File: config.mk
export PLATFORM = sky130hd
export DESIGN_NAME = iscr_top
export DESIGN_NICKNAME = d
export VERILOG_FILES = /design/src/hw/iscr_pkg.sv /design/src/hw/iscr_sync.sv /design/src/hw/iscr_top.sv
export SDC_FILE = /design/constraint.sdc
export NUM_CORES = 1
export LEC_CHECK = 0
export ABC_CLOCK_PERIOD_IN_PS = 3380
export CAP_MARGIN = 20
export CORE_ASPECT_RATIO = 1.5
export CORE_MARGIN = 5
export CORE_UTILIZATION = 64
export CTS_CLUSTER_DIAMETER = 120
export CTS_CLUSTER_SIZE = 12
export DETAILED_ROUTE_END_ITERATION = 6
export DONT_BUFFER_PORTS = 1
export HOLD_SLACK_MARGIN = 0.05
export PLACE_DENSITY_LB_ADDON = 0.05
export REMOVE_ABC_BUFFERS = 1
export SLEW_MARGIN = 20
export SYNTH_ARGS = -nofsm -noshare
export SYNTH_HDL_FRONTEND = slang
export SYNTH_HIERARCHICAL = 1
export SYNTH_SLANG_ARGS = --single-unit
File: constraint.sdc
create_clock -name mclk -period 3.38 [get_ports mclk]
set_clock_uncertainty 0.2 [all_clocks]
set_input_delay 0.676 -clock mclk [delete_from_list [all_inputs] [get_ports mclk]]
set_output_delay 0.676 -clock mclk [all_outputs]
set_load 0.02 [all_outputs]
File: src/hw/iscr_pkg.sv
// iscr_pkg: constants, types and state codes of the i2c seconds counter rtc.
// assumes one 40 MHz system clock; every pin is sampled through iscr_sync.
`default_nettype none

package iscr_pkg;

    ////////////////////////////////////////////////////////////////////////
    // register map
    localparam logic [2:0] ADDR_COUNT0 = 3'h0;
    localparam logic [2:0] ADDR_COUNT1 = 3'h1;
    localparam logic [2:0] ADDR_COUNT2 = 3'h2;
    localparam logic [2:0] ADDR_COUNT3 = 3'h3;
    localparam logic [2:0] ADDR_OSC_CTRL = 3'h4;
    localparam logic [2:0] ADDR_CHARGE = 3'h5;
    localparam logic [2:0] ADDR_LAST = 3'h5;
    localparam int COUNT_BYTES = 4;
    localparam int OSC_DISABLE_BIT = 7;
    localparam logic [31:0] COUNT_RESET = 32'h0000_0000;
    localparam logic OSC_DISABLE_RESET = 1'b0;
    localparam logic [7:0] CHARGE_RESET = 8'h00;

    ////////////////////////////////////////////////////////////////////////
    // charge-select field codes
    localparam logic [3:0] KEY_ENABLE = 4'ha;
    localparam logic [1:0] DIODE_NONE = 2'h1;
    localparam logic [1:0] DIODE_ONE = 2'h2;
    localparam logic [1:0] RES_OFF = 2'h0;

    typedef struct packed {
        logic [3:0] charge_enable_key;
        logic [1:0] diode_select;
        logic [1:0] resistor_choice;
    } iscr_charge_t;

    // pin group sampled into the clock domain
    typedef struct packed {
        logic scl;
        logic sda;
        logic crystal_in;
        logic power_fail;
    } iscr_pins_t;

    ////////////////////////////////////////////////////////////////////////
    // timing
    localparam int MCLK_HZ = 40_000_000;
    localparam int PRESCALE_DIV = 32768;
    localparam int PRESCALE_W = 15;
    localparam int RELEASE_DELAY_MS = 250;
    localparam int OSC_STARTUP_MS = 1000;
    localparam int RELEASE_CYCLES = RELEASE_DELAY_MS * (MCLK_HZ / 1000);
    localparam int STARTUP_CYCLES = OSC_STARTUP_MS * (MCLK_HZ / 1000);

    ////////////////////////////////////////////////////////////////////////
    // serial port states
    typedef enum logic [2:0] {
        ST_IDLE,
        ST_DEV,
        ST_REG,
        ST_WDATA,
        ST_ACK,
        ST_READ,
        ST_MACK
    } iscr_state_t;

endpackage

`default_nettype wire

File: src/hw/iscr_sync.sv
// iscr_sync: two-flop synchronisers with edge detection, one per bit.
// assumes the inputs are asynchronous to mclk and slower than it.
`timescale 1ns/1ps
`default_nettype none

module iscr_sync #(
    parameter int W = 4
) (
    // clock and reset
    input  wire logic         mclk,
    input  wire logic         resetn,
    // asynchronous inputs
    input  wire logic [W-1:0] d,
    // synchronised level and edges
    output var  logic [W-1:0] q,
    output var  logic [W-1:0] rise,
    output var  logic [W-1:0] fall
);

    logic [W-1:0] meta;
    logic [W-1:0] q_d;

    ////////////////////////////////////////////////////////////////////////
    // scl and sda idle high (pull-ups), so reset every bit to ones to avoid a false edge on them
    always_ff @(posedge mclk or negedge resetn) begin
        if (!resetn) begin
            meta <= '1;
            q <= '1;
            q_d <= '1;
        end else begin
            meta <= d;
            q <= meta;
            q_d <= q;
        end
    end

    always_comb begin
        rise = q & ~q_d;
        fall = ~q & q_d;
    end

endmodule

`default_nettype wire

File: src/hw/iscr_top.sv
// iscr_top: seconds counter rtc with i2c slave port, power monitor and
// open-drain reset. assumes scl, sda, crystal_in and power_fail arrive
// asynchronously and are much slower than mclk (40 MHz).
`timescale 1ns/1ps
`default_nettype none

module iscr_top #(
    parameter logic [6:0] DEV_ADDR = 7'h2a,  // arbitrary value
    parameter int RELEASE_CYCLES = iscr_pkg::RELEASE_CYCLES,
    parameter int STARTUP_CYCLES = iscr_pkg::STARTUP_CYCLES
) (
    // clock and reset
    input  wire logic       mclk,
    input  wire logic       resetn,
    // two-wire bus
    input  wire logic       scl_in,
    input  wire logic       sda_in,
    output var  logic       sda_out,
    output var  logic       sda_oe,
    // timebase and supply monitor
    input  wire logic       crystal_in,
    input  wire logic       power_fail,
    // reset output, open drain
    output var  logic       rst_n_out,
    output var  logic       rst_n_oe,
    // charge path control
    output var  logic       charge_on,
    output var  logic       charge_diode,
    output var  logic [1:0] charge_res
);

    ////////////////////////////////////////////////////////////////////////
    // pin sampling

    iscr_pkg::iscr_pins_t pins_q;
    iscr_pkg::iscr_pins_t pins_rise;
    iscr_pkg::iscr_pins_t pins_fall;
    logic                 access_ok;
    logic                 start_cond;
    logic                 stop_cond;

    iscr_sync #(
        .W($bits(iscr_pkg::iscr_pins_t))
    ) u_sync (
        .mclk  (mclk),
        .resetn(resetn),
        .d     ({scl_in, sda_in, crystal_in, power_fail}),
        .q     (pins_q),
        .rise  (pins_rise),
        .fall  (pins_fall)
    );

    always_comb begin
        access_ok = ~pins_q.power_fail;
        start_cond = pins_q.scl & pins_fall.sda;
        stop_cond = pins_q.scl & pins_rise.sda;
    end

    ////////////////////////////////////////////////////////////////////////
    // register state

    logic [31:0]          count;
    logic                 osc_disable;
    iscr_pkg::iscr_charge_t charge;
    logic [14:0]          prescale;
    logic [31:0]          next_count;
    logic                 next_osc_disable;
    iscr_pkg::iscr_charge_t next_charge;
    logic [14:0]          next_prescale;
    logic                 sec_tick;
    logic                 wr_en;
    logic [2:0]           wr_addr;
    logic [7:0]           wr_data;

    function automatic logic [7:0] reg_byte(input logic [2:0] a);
        case (a)
            iscr_pkg::ADDR_COUNT0: reg_byte = count[7:0];
            iscr_pkg::ADDR_COUNT1: reg_byte = count[15:8];
            iscr_pkg::ADDR_COUNT2: reg_byte = count[23:16];
            iscr_pkg::ADDR_COUNT3: reg_byte = count[31:24];
            iscr_pkg::ADDR_OSC_CTRL: reg_byte = {osc_disable, 7'h00};
            iscr_pkg::ADDR_CHARGE: reg_byte = charge;
            default: reg_byte = 8'h00;
        endcase
    endfunction

    function automatic logic [2:0] ptr_inc(input logic [2:0] a);
        ptr_inc = (a == iscr_pkg::ADDR_LAST) ? iscr_pkg::ADDR_COUNT0 : 3'(a + 3'h1);
    endfunction

    // counting ignores power_fail, so time survives on the backup supply
    always_comb begin
        next_prescale = prescale;
        sec_tick = 1'b0;
        if (pins_rise.crystal_in && !osc_disable) begin
            next_prescale = 15'(prescale + 15'h1);
            sec_tick = (prescale == 15'(iscr_pkg::PRESCALE_DIV - 1));
        end
        next_count = sec_tick ? 32'(count + 32'h1) : count;
        next_osc_disable = osc_disable;
        next_charge = charge;
        if (wr_en) begin
            for (int i = 0; i < iscr_pkg::COUNT_BYTES; i++) begin
                if (wr_addr == 3'(i)) begin
                    next_count[8*i +: 8] = wr_data;
                end
            end
            if (wr_addr == iscr_pkg::ADDR_OSC_CTRL) begin
                next_osc_disable = wr_data[iscr_pkg::OSC_DISABLE_BIT];
            end
            if (wr_addr == iscr_pkg::ADDR_CHARGE) begin
                next_charge = wr_data;
            end
        end
    end

    always_ff @(posedge mclk or negedge resetn) begin
        if (!resetn) begin
            count <= iscr_pkg::COUNT_RESET;
            osc_disable <= iscr_pkg::OSC_DISABLE_RESET;
            charge <= iscr_pkg::CHARGE_RESET;
            prescale <= '0;
        end else begin
            count <= next_count;
            osc_disable <= next_osc_disable;
            charge <= next_charge;
            prescale <= next_prescale;
        end
    end

    ////////////////////////////////////////////////////////////////////////
    // serial slave: only answers, never drives scl

    iscr_pkg::iscr_state_t state;
    iscr_pkg::iscr_state_t after_ack;
    iscr_pkg::iscr_state_t next_state;
    iscr_pkg::iscr_state_t next_after_ack;
    logic [7:0]           shreg;
    logic [7:0]           next_shreg;
    logic [3:0]           bitcnt;
    logic [3:0]           next_bitcnt;
    logic [2:0]           ptr;
    logic [2:0]           next_ptr;
    logic                 nack;
    logic                 next_nack;
    logic                 next_sda_oe;
    logic [7:0]           rd_byte;

    always_comb begin
        next_state = state;
        next_after_ack = after_ack;
        next_shreg = shreg;
        next_bitcnt = bitcnt;
        next_ptr = ptr;
        next_nack = nack;
        next_sda_oe = sda_oe;
        wr_en = 1'b0;
        wr_addr = ptr;
        wr_data = shreg;
        rd_byte = reg_byte(ptr);
        if (!access_ok) begin
            next_state = iscr_pkg::ST_IDLE;
            next_sda_oe = 1'b0;
        end else if (start_cond) begin
            next_state = iscr_pkg::ST_DEV;
            next_bitcnt = 4'h0;
            next_sda_oe = 1'b0;
        end else if (stop_cond) begin
            next_state = iscr_pkg::ST_IDLE;
            next_sda_oe = 1'b0;
        end else begin
            case (state)
                iscr_pkg::ST_DEV, iscr_pkg::ST_REG, iscr_pkg::ST_WDATA: begin
                    if (pins_rise.scl) begin
                        next_shreg = {shreg[6:0], pins_q.sda};
                        next_bitcnt = 4'(bitcnt + 4'h1);
                    end else if (pins_fall.scl && bitcnt == 4'h8) begin
                        next_bitcnt = 4'h0;
                        next_state = iscr_pkg::ST_ACK;
                        next_sda_oe = 1'b1;
                        if (state == iscr_pkg::ST_DEV) begin
                            next_after_ack = shreg[0] ? iscr_pkg::ST_READ
                                                      : iscr_pkg::ST_REG;
                            if (shreg[7:1] != DEV_ADDR) begin
                                next_state = iscr_pkg::ST_IDLE;
                                next_sda_oe = 1'b0;
                            end
                        end else if (state == iscr_pkg::ST_REG) begin
                            // out-of-map addresses start from byte zero
                            next_ptr = (shreg > 8'(iscr_pkg::ADDR_LAST)) ?
                                       iscr_pkg::ADDR_COUNT0 : shreg[2:0];
                            next_after_ack = iscr_pkg::ST_WDATA;
                        end else begin
                            wr_en = 1'b1;
                            next_ptr = ptr_inc(ptr);
                        end
                    end
                end
                iscr_pkg::ST_ACK: begin
                    if (pins_fall.scl) begin
                        next_state = after_ack;
                        next_sda_oe = 1'b0;
                        if (after_ack == iscr_pkg::ST_READ) begin
                            next_shreg = rd_byte;
                            next_ptr = ptr_inc(ptr);
                            next_sda_oe = ~rd_byte[7];
                        end
                    end
                end
                iscr_pkg::ST_READ: begin
                    if (pins_fall.scl) begin
                        if (bitcnt == 4'h7) begin
                            next_state = iscr_pkg::ST_MACK;
                            next_sda_oe = 1'b0;
                        end else begin
                            next_shreg = {shreg[6:0], 1'b0};
                            next_bitcnt = 4'(bitcnt + 4'h1);
                            next_sda_oe = ~shreg[6];
                        end
                    end
                end
                iscr_pkg::ST_MACK: begin
                    if (pins_rise.scl) begin
                        next_nack = pins_q.sda;
                    end else if (pins_fall.scl) begin
                        next_bitcnt = 4'h0;
                        if (nack) begin
                            next_state = iscr_pkg::ST_IDLE;
                        end else begin
                            next_state = iscr_pkg::ST_READ;
                            next_shreg = rd_byte;
                            next_ptr = ptr_inc(ptr);
                            next_sda_oe = ~rd_byte[7];
                        end
                    end
                end
                default: begin
                    next_sda_oe = 1'b0;
                end
            endcase
        end
    end

    always_ff @(posedge mclk or negedge resetn) begin
        if (!resetn) begin
            state <= iscr_pkg::ST_IDLE;
            after_ack <= iscr_pkg::ST_IDLE;
            shreg <= 8'h00;
            bitcnt <= 4'h0;
            ptr <= iscr_pkg::ADDR_COUNT0;
            nack <= 1'b0;
            sda_oe <= 1'b0;
            sda_out <= 1'b0;
        end else begin
            state <= next_state;
            after_ack <= next_after_ack;
            shreg <= next_shreg;
            bitcnt <= next_bitcnt;
            ptr <= next_ptr;
            nack <= next_nack;
            sda_oe <= next_sda_oe;
            sda_out <= 1'b0;
        end
    end

    ////////////////////////////////////////////////////////////////////////
    // power monitor and reset release delay

    logic [31:0] hold_cnt;
    logic [31:0] next_hold_cnt;
    logic        next_rst_n_oe;
    logic [31:0] hold_limit;

    always_comb begin
        hold_limit = osc_disable ? 32'(RELEASE_CYCLES + STARTUP_CYCLES)
                                 : 32'(RELEASE_CYCLES);
        next_hold_cnt = hold_cnt;
        next_rst_n_oe = rst_n_oe;
        if (pins_q.power_fail) begin
            next_hold_cnt = 32'h0;
            next_rst_n_oe = 1'b1;
        end else if (rst_n_oe) begin
            if (hold_cnt >= 32'(hold_limit - 32'h1)) begin
                next_rst_n_oe = 1'b0;
            end else begin
                next_hold_cnt = 32'(hold_cnt + 32'h1);
            end
        end
    end

    always_ff @(posedge mclk or negedge resetn) begin
        if (!resetn) begin
            hold_cnt <= 32'h0;
            rst_n_oe <= 1'b1;
            rst_n_out <= 1'b0;
        end else begin
            hold_cnt <= next_hold_cnt;
            rst_n_oe <= next_rst_n_oe;
            rst_n_out <= 1'b0;
        end
    end

    ////////////////////////////////////////////////////////////////////////
    // charge path decode

    logic next_charge_on;

    always_comb begin
        next_charge_on = (charge.charge_enable_key == iscr_pkg::KEY_ENABLE) &&
                         (charge.diode_select == iscr_pkg::DIODE_NONE ||
                          charge.diode_select == iscr_pkg::DIODE_ONE) &&
                         (charge.resistor_choice != iscr_pkg::RES_OFF);
    end

    always_ff @(posedge mclk or negedge resetn) begin
        if (!resetn) begin
            charge_on <= 1'b0;
            charge_diode <= 1'b0;
            charge_res <= iscr_pkg::RES_OFF;
        end else begin
            charge_on <= next_charge_on;
            charge_diode <= next_charge_on &&
                            charge.diode_select == iscr_pkg::DIODE_ONE;
            charge_res <= next_charge_on ? charge.resistor_choice : iscr_pkg::RES_OFF;
        end
    end

endmodule

`default_nettype wire

# [Word level (Yosys, flattened, before mapping)]
# Index checks and enable logic that the tools add are counted.
[word_totals] reg_bits=128 latch_bits=0 ram_bits=0 romBits=0 input_bits=6 out_inout_bits=8 word_cells=198 n_memories=0
[op_classes] addsub=6 multipliers=0 div_mod_pow=0 n_lt_le_gt_ge=2 eq_ne=45 shifts=0 n_mux=86 bitwise=12 n_reduce_logical=26
[ops] operator="two-way mux 32 bit" n=5
[ops] operator="two-way mux 8 bit" n=12
[ops] operator="two-way mux 3 bit" n=27
[ops] operator="adder 32 x 1 -> 32 bit (second input constant)" n=2
[ops] operator="case mux 8 bit (6 select lines)" n=1
[ops] operator="!= test 5 x 4 -> 1 bit (second input constant)" n=8
[ops] operator=">= comparator 32 bit" n=1
[ops] operator="two-way mux 4 bit" n=8
[ops] operator="case mux 8 bit (4 select lines)" n=1
[ops] operator="subtractor 26 x 1 -> 27 bit (second input constant)" n=1
[ops] operator="two-way mux 1 bit" n=26
[ops] operator="two-way mux 26 bit" n=1
[ops] operator="!= test 2 bit (second input constant)" n=12
[ops] operator="AND reduction 12 bit" n=2
[ops] operator="== test 3 bit (second input constant)" n=6
[ops] operator="AND reduction 8 bit" n=2
[ops] operator="adder 15 x 1 -> 15 bit (second input constant)" n=1
[ops] operator="== test 15 bit (second input constant)" n=1
[ops] operator="AND reduction 7 bit" n=2
[ops] operator="== test 3 x 2 -> 1 bit (second input constant)" n=4
[ops] operator="!= test 3 bit (second input constant)" n=4
[ops] operator="case mux 3 bit (4 select lines)" n=1
[ops] operator="case mux 4 bit (3 select lines)" n=1
[ops] operator="case mux 3 bit (3 select lines)" n=1
[ops] operator="28 further kinds" n=47

# [Longest topological paths before layout]
# Gate-level depths: netlist of the first run.
[depth] word_depth=10 ltp_mapped=10 depth_no_buf=8

# [Hierarchy]
# The synthesis of the first run kept the hierarchy.
[by_module_without_submodules] mod="iscr_top" n_inst=1 cells_per_inst=748 area_per_inst_um2=6696.4 seq_area_each_um2=2904.0
[by_module_without_submodules] mod="iscr_sync" n_inst=1 cells_per_inst=20 area_per_inst_um2=385.4 seq_area_each_um2=315.3

# [Worst setup path after synthesis of the first run]
# Ideal clock, no wire load.
[synth_path] path_type="reg2reg" start="register osc_disable" end="register hold_cnt[11]" setup_ns=0.125 arrival_ns=2.576 t_required_ns=3.055 setup_slack_ns=0.480 stages_incl_launch_ff=9 n_path_buf=1 synth_period_minus_slack_ns=2.900 path_cell_list="dfrtp_1 -> inv_1 -> ha_1 -> a211oi_1 -> nor4_1 -> or4b_2 -> clkbuf_1 -> nor4_1 -> mux2_2"
[synth_between] elab_chain_cells=5
[synth_lines] element="start, declared" line_no="iscr_top.sv:63" text="logic osc_disable;"
[synth_lines] element="start signal, assigned" line_no="iscr_top.sv:120" text="osc_disable <= iscr_pkg::OSC_DISABLE_RESET;"
[synth_lines] element="start signal, assigned" line_no="iscr_top.sv:125" text="osc_disable <= next_osc_disable;"
[synth_lines] element="two-way mux 26 bit" line_no="iscr_top.sv:275" text="hold_limit = osc_disable ? 32'(RELEASE_CYCLES + STARTUP_CYCLES)"
[synth_lines] element="subtractor 26 x 1 -> 27 bit" line_no="iscr_top.sv:283" text="if (hold_cnt >= 32'(hold_limit - 32'h1)) begin"
[synth_lines] element=">= comparator 32 bit" line_no="iscr_top.sv:283"
[synth_lines] element="!= test 2 x 1 -> 1 bit (no line)"
[synth_lines] element="AND reduction 2 bit (no line)"
[synth_lines] element="end signal, assigned" line_no="iscr_top.sv:297" text="hold_cnt <= next_hold_cnt;"
[synth_lines] element="end, declared" line_no="iscr_top.sv:269" text="logic [31:0] hold_cnt;"
# Every way passes these cells.
# A chain may end at the register's enable or synchronous reset.

# [Worst setup path in the final report of the first run]
[layout_path] start="register osc_disable" end="register hold_cnt[1]"
# Same word-level chain as after synthesis.

==> summary.md, run 1 <==
| Metric | Value |
|---|---|
| Static Leak | 3.18 nW |
| ANT cells | 0 |
| Util after Layout | 0.715 |
| Final WL | 17.2 mm |
| Crit path from | osc_disable |
| Die area | 0.0132 mm^2 |
| Initial antenna violation count | 0 |
| Layout Area Growth over Synthesis | 10.6% |
| Commonest non-fill, non-tap cells in the layout | dfrtp_1 (115), nor2_1 (76), nand2_1 (63) |
| Critical Path Source Type | flip-flop |
| Num rows | 47 |
| Slowest stage delay, CP | 560 ps |
| Worst setup margin | 250 ps |
| WP buf/inv | 2 |
| Rel. slew slack | 0.625 |
| Pwr dens | 509 mW/mm^2 |
| Mean area per synthesized cell | 9.20 um^2 |
| CTS buffer count | 17 |
| Clock latency on the worst-skew pair | 410 ps |
| Clock Pin Slew Worst Setup and Hold Paths | 50 ps |
| Gr usage total | 0.274 |
| Tcrit/Tclk final | 0.926 |
| Drc violations | 0 |
| Setup CP Type | flip-flop to flip-flop |
| Final setup TNS | 0 ps |
| Syn Inst Count | 764 |
| Final setup viols | 0 |
| Fin crit period | 3130 ps |
| CP Cell Sequence | inv_1 > ha_1 > nand4_1 > or3_1 > or4_4 > o211ai_4 > buf_6 > mux2i_1 > nor2_1 |
| Initial DRC Count | 386 |
| Unrepaired setup endpoints after global routing | false |
| ANT nets after route | 0 |
| First-pass GRT wire length | 28.5 mm |
| Placed cell area | 0.00709 mm^2 |
| Fmax achieved | 320 MHz |
| Final hold violations | 127 |
| Min-Delay Path Class | primary input to async pin |
| Synthesized area | 0.00703 mm^2 |
| Commonest non-fill, non-tap cell in the layout | dfrtp_1 |
| Layout filler cell count | 857 |
| Drt wl/cell | 18.8 um |
| WP data required | 3470 ps |
| Final Cell Area | 0.00778 mm^2 |
| H-tree Lvls | 4 |
| Failing checks | hold timing |
| CP delay by family, top | simple AND/OR/NAND/NOR gates |
| Gr ovfl total | 0 |
| Slowest stage cell, crit path | or4_4 |
| Pin count of the biggest net entering global routing | 128 |
| Io pins | 14 |
| Fin. max-slew vios | 0 |
| CTS tree | yes |
| Core Box Area | 0.0109 mm^2 |
| Outcome | finished, violations left |
| Drt first pass iters | 7 |
| R2R Path Start | osc_disable |
| Max_cap viols | 0 |
| Final hold slack | -241 ps |
| Slew of the pin with the lowest slew margin | 560 ps |
| Layout cell share with drive strength beyond 1 | 0.102 |
| Die height | 138 um |
| Pre-CTS WS | 169 ps |
| Effective utilization at floorplan | 0.646 |
| Nature of the critical path endpoint | flip-flop |
| Vias in the first global route | 5,751 |
| GP Congestion | 0.893 |
| Die extent in x | 95.6 um |
| Data arrival time of the worst path | 3220 ps |
| VDD IR max | 334 uV |
| Number of port buffers | 0 |
| YS warnings | 6 |
| DPL Wire Length | 11.6 mm |
| Clock Sinks | 127 |
| CTS Buffer Depth | 2 |
| Fin nets | 776 |
| Critical path peak fanout | 28 |
| Via count | 5,884 |
| Via density | 6.44 |
| Pwr Total | 3.96 mW |
| CTS root buf | clkbuf_16 |
==> stage by stage <==
| step | instances | hold slack, ps |
|---|---|---|
| 6_report | 914 | -241 |
| 5_1_grt | 914 | -259 |
| 4_1_cts | 911 | -249 |
| 3_5_place_dp | 878 | 149 |
| 3_3_place_gp | 878 | 146 |
| 2_1_floorplan | 725 | 145 |
==> layout make-up <==
cell class,count,area (um^2),area share
Sequential cell,127,3190,0.411
Clock buffer,26,509,0.0655
Clock inverter,5,125,0.0161
Tap cell,147,184,0.0236
Inverter,21,78.8,0.0101
Multi-Input combinational cell,577,3590,0.462
Timing Repair Buffer,11,96.3,0.0124
==> routing by layer <==
metal	track usage	up-vias	share of wire
met5	0	-	0
met4	0.169	0	0.068
met3	0.0489	89	0.047
met2	0.450	226	0.51
met1	0.326	2840	0.37
li1	-	2729	-
==> state kept, by name, indices dropped and copies added, names as in the netlist <==
register / count
after_ack: 3
bitcnt: 4
charge: 8
charge_diode: 1
charge_on: 1
charge_res: 2
count: 32
hold_cnt: 32
nack: 1
osc_disable: 1
prescale: 15
ptr: 3
rst_n_oe: 1
sda_oe: 1
shreg: 8
state: 3
u_sync/meta: 4
u_sync/q: 4
u_sync/q_d: 3
==> power breakdown <==
part	internal, mW	switching, mW
Clock	1.33	0.626
Sequential	1.60	0.192
Combinational	0.102	0.110
Total	3.03	0.928
==> worst paths after layout <==
| check | endpoint | slack (ps) | depth (start not counted) |
|---|---|---|---|
| setup / recovery | hold_cnt[1] | 250 | 9 |
| hold / removal | charge_diode | -240 | 0 |
| setup reg to reg | hold_cnt[1] | 250 | 9 |
| hold reg to reg | u_sync/q[2] | 160 | 0 |
| max in group asynchronous | u_sync/meta[2] | 3010 | 0 |
| min in group mclk | u_sync/q[2] | 160 | 0 |
==> repair_timing <==
| item | in CTS | in global routing |
|---|---|---|
| hold buffers | 2 | 2 |
| setup endpoints to repair | 0 | 7 |
| setup buffers | 0 | 1 |
| resized for setup | 0 | 2 |
| endpoints found under the hold margin | 129 | 129 |
(Power assumes the default switching activity.)
==> run 2, diff against run 1 <==
==> constraint.sdc (replaced) <==
create_clock -name mclk -period 3.38 [get_ports mclk]
set_clock_uncertainty 0.2 [all_clocks]
set_input_delay 0.507 -clock mclk [delete_from_list [all_inputs] [get_ports mclk]]
set_output_delay 0.507 -clock mclk [all_outputs]
set_load 0.02 [all_outputs]
==> run 2 against run 1 <==
Compared with the run above: the flow still finishes with violations (hold timing); final cell count stayed put; routed wire length is 0.26% higher; count of clock-buffer cells in the layout stayed put; die area stayed put; global-route usage stayed put; sequential cell count stayed put; setup slack better by 3.6 ps; register-to-register slack hardly changed; combinational power hardly changed; via count is 1.1% higher; first-iteration DRC count is 0.52% lower; design area stayed put; largest cell class unchanged; highest routed layer unchanged.
==> summary.md, run 2 (synthesis results as in run 1) <==
| Metric | Value |
|---|---|
| Outcome | finished, violations left |
| Failing checks | hold timing |
| Fin. max-slew vios | 0 |
| H-tree Lvls | 4 |
| VDD IR max | 334 uV |
| Pre-CTS WS | 169 ps |
| Layout cell share with drive strength beyond 1 | 0.102 |
| Nature of the critical path endpoint | flip-flop |
| Final Cell Area | 0.00778 mm^2 |
| Initial antenna violation count | 0 |
| Fin crit period | 3130 ps |
| Layout Area Growth over Synthesis | 10.6% |
| Layout Cells excl Fill | 914 |
| Regs by FF count | count x32, hold_cnt x32, prescale x15 |
| GP Congestion | 0.893 |
| DR WL met3 | 900 um |
| Core Box Area | 0.0109 mm^2 |
| Effective utilization at floorplan | 0.646 |
| Final hold slack | -410 ps |
| Register area | 0.00319 mm^2 |
| Via count | 5,949 |
| WP data required | 3470 ps |
| Final setup viols | 0 |
| Vias in the first global route | 5,763 |
| Placed cell area | 0.00709 mm^2 |
| Fin nets | 776 |
| Min-Delay Path Class | primary input to async pin |
| Drt first pass iters | 5 |
| WL met1 | 6.32 mm |
| Final WL | 17.3 mm |
| First-pass GRT wire length | 28.5 mm |
| Fmax achieved | 320 MHz |
| Via density | 6.51 |
| Tcrit/Tclk final | 0.925 |
| CTS root buf | clkbuf_16 |
| Drc violations | 0 |
| Data arrival time of the worst path | 3210 ps |
| Max_cap viols | 0 |
| Slew of the pin with the lowest slew margin | 555 ps |
| Number of port buffers | 0 |
| CTS tree | yes |
| Io pins | 14 |
| Commonest non-fill, non-tap cell in the layout | dfrtp_1 |
| Die area | 0.0132 mm^2 |
| Drt wl/cell | 18.9 um |
| Gr ovfl total | 0 |
| Pin count of the biggest net entering global routing | 128 |
| Final setup TNS | 0 ps |
| Num rows | 47 |
| Clock Sinks | 127 |
| ANT nets after route | 0 |
| Critical path peak fanout | 28 |
| ANT cells | 0 |
| Multi-input gate area | 0.00359 mm^2 |
| Static Leak | 3.18 nW |
| CTS Buffer Depth | 2 |
| Layout filler cell count | 857 |
| Critical Path Source Type | flip-flop |
| Setup CP Type | flip-flop to flip-flop |
| Gr usage total | 0.274 |
| Hold_buf cts | 4 |
| Die extent in x | 95.6 um |
| Worst setup margin | 254 ps |
| Clock Pin Slew Worst Setup and Hold Paths | 50 ps |
| Rel. slew slack | 0.628 |
| DPL Wire Length | 11.6 mm |
| Placed cells | 878 |
| Top sig layer | met4 |
| Commonest non-fill, non-tap cells in the layout | dfrtp_1 (115), nor2_1 (76), nand2_1 (63) |
| Pwr dens | 510 mW/mm^2 |
| Initial DRC Count | 384 |
| CTS buffer count | 17 |
| Final hold violations | 127 |
| WL met2 | 8.91 mm |
| Die height | 138 um |
| Clock latency on the worst-skew pair | 410 ps |
| Unrepaired setup endpoints after global routing | false |
-- run 2: cell type report --
cell class,count,share of cell area
clock inverter,5,0.0161
inverter,21,0.0101
timing repair buffer,11,0.0124
clock buffer,26,0.0655
tap,147,0.0236
sequential,127,0.411
multi-input combinational,577,0.462
-- run 2: final timing paths --
path | from | end | slack, ps | depth (start not counted)
hold / removal | resetn | prescale[9] | -410 | 0
max in group asynchronous | resetn | u_sync/meta[2] | 3170 | 0
min in group mclk | u_sync/meta[2] | u_sync/q[2] | 160 | 0
hold reg to reg | u_sync/meta[2] | u_sync/q[2] | 160 | 0
setup / recovery | osc_disable | hold_cnt[1] | 250 | 9
setup reg to reg | osc_disable | hold_cnt[1] | 250 | 9
-- run 2: critical path, stage by stage (launching register included) --
cell,delay [ps]
dfrtp_1,440
inv_1,180
ha_1,350
nand4_1,120
or3_1,380
or4_4,560
o211ai_4,280
buf_6,250
mux2i_1,200
nor2_1,50
-- run 2: layer usage --
metal  vias up  global-route usage
met4         0               0.169
met3        85              0.0489
met2       244               0.450
met5         -                   0
met1      2891               0.326
li1       2729                   -
-- run 2: timing repair --
action / in CTS / in global routing
setup buffers: 0 / 1
endpoints found under the hold margin: 131 / 127
resized for setup: 0 / 2
setup endpoints to repair: 0 / 7
-- run 2: stage by stage --
step                hold WS, ps  power [mW]  utilization
floorplan                  11.4        1.90            -
global placement           15.0        2.00        0.651
detailed placement         14.8        2.02        0.651
CTS                        -418        3.97        0.713
global route               -428        4.10        0.715
finish                     -410        3.97        0.715
-- run 2: power breakdown --
group / internal [mW] / switching [mW]
Clock: 1.33 / 0.629
Combinational: 0.102 / 0.110
Sequential: 1.60 / 0.193
Total: 3.03 / 0.933
==> run 3, diff against run 2 <==
--- a/config.mk
+++ b/config.mk
@@ -16,7 +16,6 @@
 export DONT_BUFFER_PORTS = 1
 export HOLD_SLACK_MARGIN = 0.05
 export PLACE_DENSITY_LB_ADDON = 0.05
-export REMOVE_ABC_BUFFERS = 1
 export SLEW_MARGIN = 20
 export SYNTH_ARGS = -nofsm -noshare
 export SYNTH_HDL_FRONTEND = slang
==> run 3 against run 2 <==
Compared with the run above: the run still ends with hold timing left; setup slack worse by 49 ps; first-iteration DRC count is 1.0% higher; count of clock-buffer cells in the layout is 4 lower; design area is 0.48% higher; worst hold slack worse by 13 ps; largest power group unchanged; highest routed layer unchanged.
==> summary.md, run 3 (synthesis results as in run 1) <==
| Metric | Value |
|---|---|
| Outcome | finished, violations left |
| Failing checks | hold timing |
| Layout cell share with drive strength beyond 1 | 0.104 |
| Logic pwr share | 0.052 |
| H-tree Lvls | 4 |
| Commonest non-fill, non-tap cells in the layout | dfrtp_1 (115), nor2_1 (76), nand2_1 (63) |
| CTS Buffer Depth | 2 |
| Critical Path Source Type | flip-flop |
| Seq pwr share | 0.434 |
| Slowest stage delay, CP | 530 ps |
| Fin. max-slew vios | 0 |
| Fin crit period | 3180 ps |
| Drt wl/cell | 18.2 um |
| Vias in the first global route | 5,721 |
| Final hold slack | -424 ps |
| CTS tree | yes |
| Layout filler cell count | 814 |
| CTS buffer count | 17 |
| Die extent in x | 95.6 um |
| Pwr dens | 528 mW/mm^2 |
| Die height | 138 um |
| CP Cell Sequence | inv_1 > ha_1 > a211oi_1 > nor4_1 > nor4b_2 > o211ai_4 > buf_4 > or4_1 > a21oi_1 |
| ANT nets after route | 0 |
| P_int | 3.16 mW |
| Initial antenna violation count | 0 |
| Critical path peak fanout | 18 |
| Unrepaired setup endpoints after global routing | false |
| Register area | 0.00319 mm^2 |
| Max_cap viols | 0 |
| Initial DRC Count | 388 |
| Switching Share | 0.234 |
| Static Leak | 3.20 nW |
| Via count | 5,781 |
| Slew of the pin with the lowest slew margin | 523 ps |
| Final setup viols | 0 |
| DPL Wire Length | 11.3 mm |
| Rel. slew slack | 0.648 |
| Hold_buf cts | 4 |
| Setup CP Type | flip-flop to flip-flop |
| Regs by FF count | count x32, hold_cnt x32, prescale x15 |
| Fmax achieved | 315 MHz |
| Pin count of the biggest net entering global routing | 128 |
| Min-Delay Path Class | primary input to async pin |
| Final hold violations | 127 |
| Drc violations | 0 |
| Drt first pass iters | 6 |
| Multi-input gate area | 0.00358 mm^2 |
| Gr ovfl total | 0 |
| Clock power frac | 0.514 |
| Final WL | 16.6 mm |
| Num rows | 47 |
| Core Box Area | 0.0109 mm^2 |
| Data arrival time of the worst path | 3320 ps |
| First-pass GRT wire length | 27.6 mm |
| Effective utilization at floorplan | 0.646 |
| Io pins | 14 |
| Gr usage total | 0.265 |
| Clock Pin Slew Worst Setup and Hold Paths | 60 ps |
| Slowest stage cell, crit path | or4_1 |
| Final Cell Area | 0.00782 mm^2 |
| Fin nets | 775 |
| Tcrit/Tclk final | 0.939 |
| P_sw | 965 uW |
| Die area | 0.0132 mm^2 |
| Placed cell area | 0.00709 mm^2 |
| Via density | 6.32 |
| Nature of the critical path endpoint | flip-flop |
| CTS root buf | clkbuf_16 |
| VDD IR max | 394 uV |
| GP Congestion | 0.895 |
| Number of port buffers | 0 |
| Clock latency on the worst-skew pair | 420 ps |
| WP data required | 3530 ps |
| Layout Area Growth over Synthesis | 11.2% |
| Commonest non-fill, non-tap cell in the layout | dfrtp_1 |
| Clock Sinks | 127 |
| Final setup TNS | 0 ps |
| ANT cells | 0 |
## run 3: cell types whose count changed in the layout (fill, tap and decap cells not counted)
cell / change
buf_6: -1
bufinv_16: +2
clkinvlp_4: +2
nor4_2: -1
clkinv_2: +1
clkbuf_8: -1
clkbuf_1: -3
nor4_1: +1
## run 3: per-layer routing
metal,part of all wire,global-route usage
met1,0.38,0.307
met2,0.52,0.444
met3,0.051,0.0527
met4,0.052,0.157
met5,0,0
## run 3: power groups by stage
stage / Clock, mW / Combinational [mW] / Sequential [mW]
after floorplan: 0 / 0.246 / 1.68
after global placement: 0 / 0.198 / 1.80
after detailed placement: 0 / 0.211 / 1.81
after CTS: 2.14 / 0.218 / 1.78
after global routing: 2.22 / 0.247 / 1.80
final: 2.12 / 0.217 / 1.79
## run 3: area by class of cell
cell class	instances	area share
timing repair buffer	10	0.0109
sequential	127	0.409
tap	147	0.0235
clock buffer	22	0.0620
multi-input combinational	577	0.459
clock inverter	10	0.0263
inverter	21	0.0101
## run 3: path summary, 6_finish.rpt
path / startpoint / endpoint / slack, ps / cells after the start
worst max-delay path: osc_disable / hold_cnt[16] / 200 / 9
worst min-delay path: resetn / prescale[11] / -420 / 0
worst max register to register: osc_disable / hold_cnt[16] / 200 / 9
worst min register to register: u_sync/meta[3] / u_sync/q[3] / 150 / 0
max in group asynchronous: resetn / u_sync/q_d[1] / 3120 / 0
min in group mclk: u_sync/meta[3] / u_sync/q[3] / 150 / 0
## run 3: timing repair
item                      in CTS  in global routing
gates resized for setup        0                  0
setup buffers                  0                  0
hold endpoints to repair     131                127
## run 3: critical path: cells and delay by family (launching register included)
kind | cells | cell delay, ps
adder cells (fa/ha/maj) | 1 | 340
AND/OR/NAND/NOR | 3 | 1090
flip-flops | 1 | 450
buffers and inverters | 2 | 420
AO/OA/AOI/OAI | 3 | 610
## run 3: stage by stage
stage | setup slack (ps) | instances | power [mW] | util
floorplan | 480 | 765 | 1.92 | -
global placement | 301 | 878 | 2.00 | 0.651
detailed placement | 215 | 878 | 2.02 | 0.651
CTS | 198 | 914 | 4.14 | 0.718
global route | 46.4 | 914 | 4.26 | 0.718
finish | 205 | 914 | 4.13 | 0.718
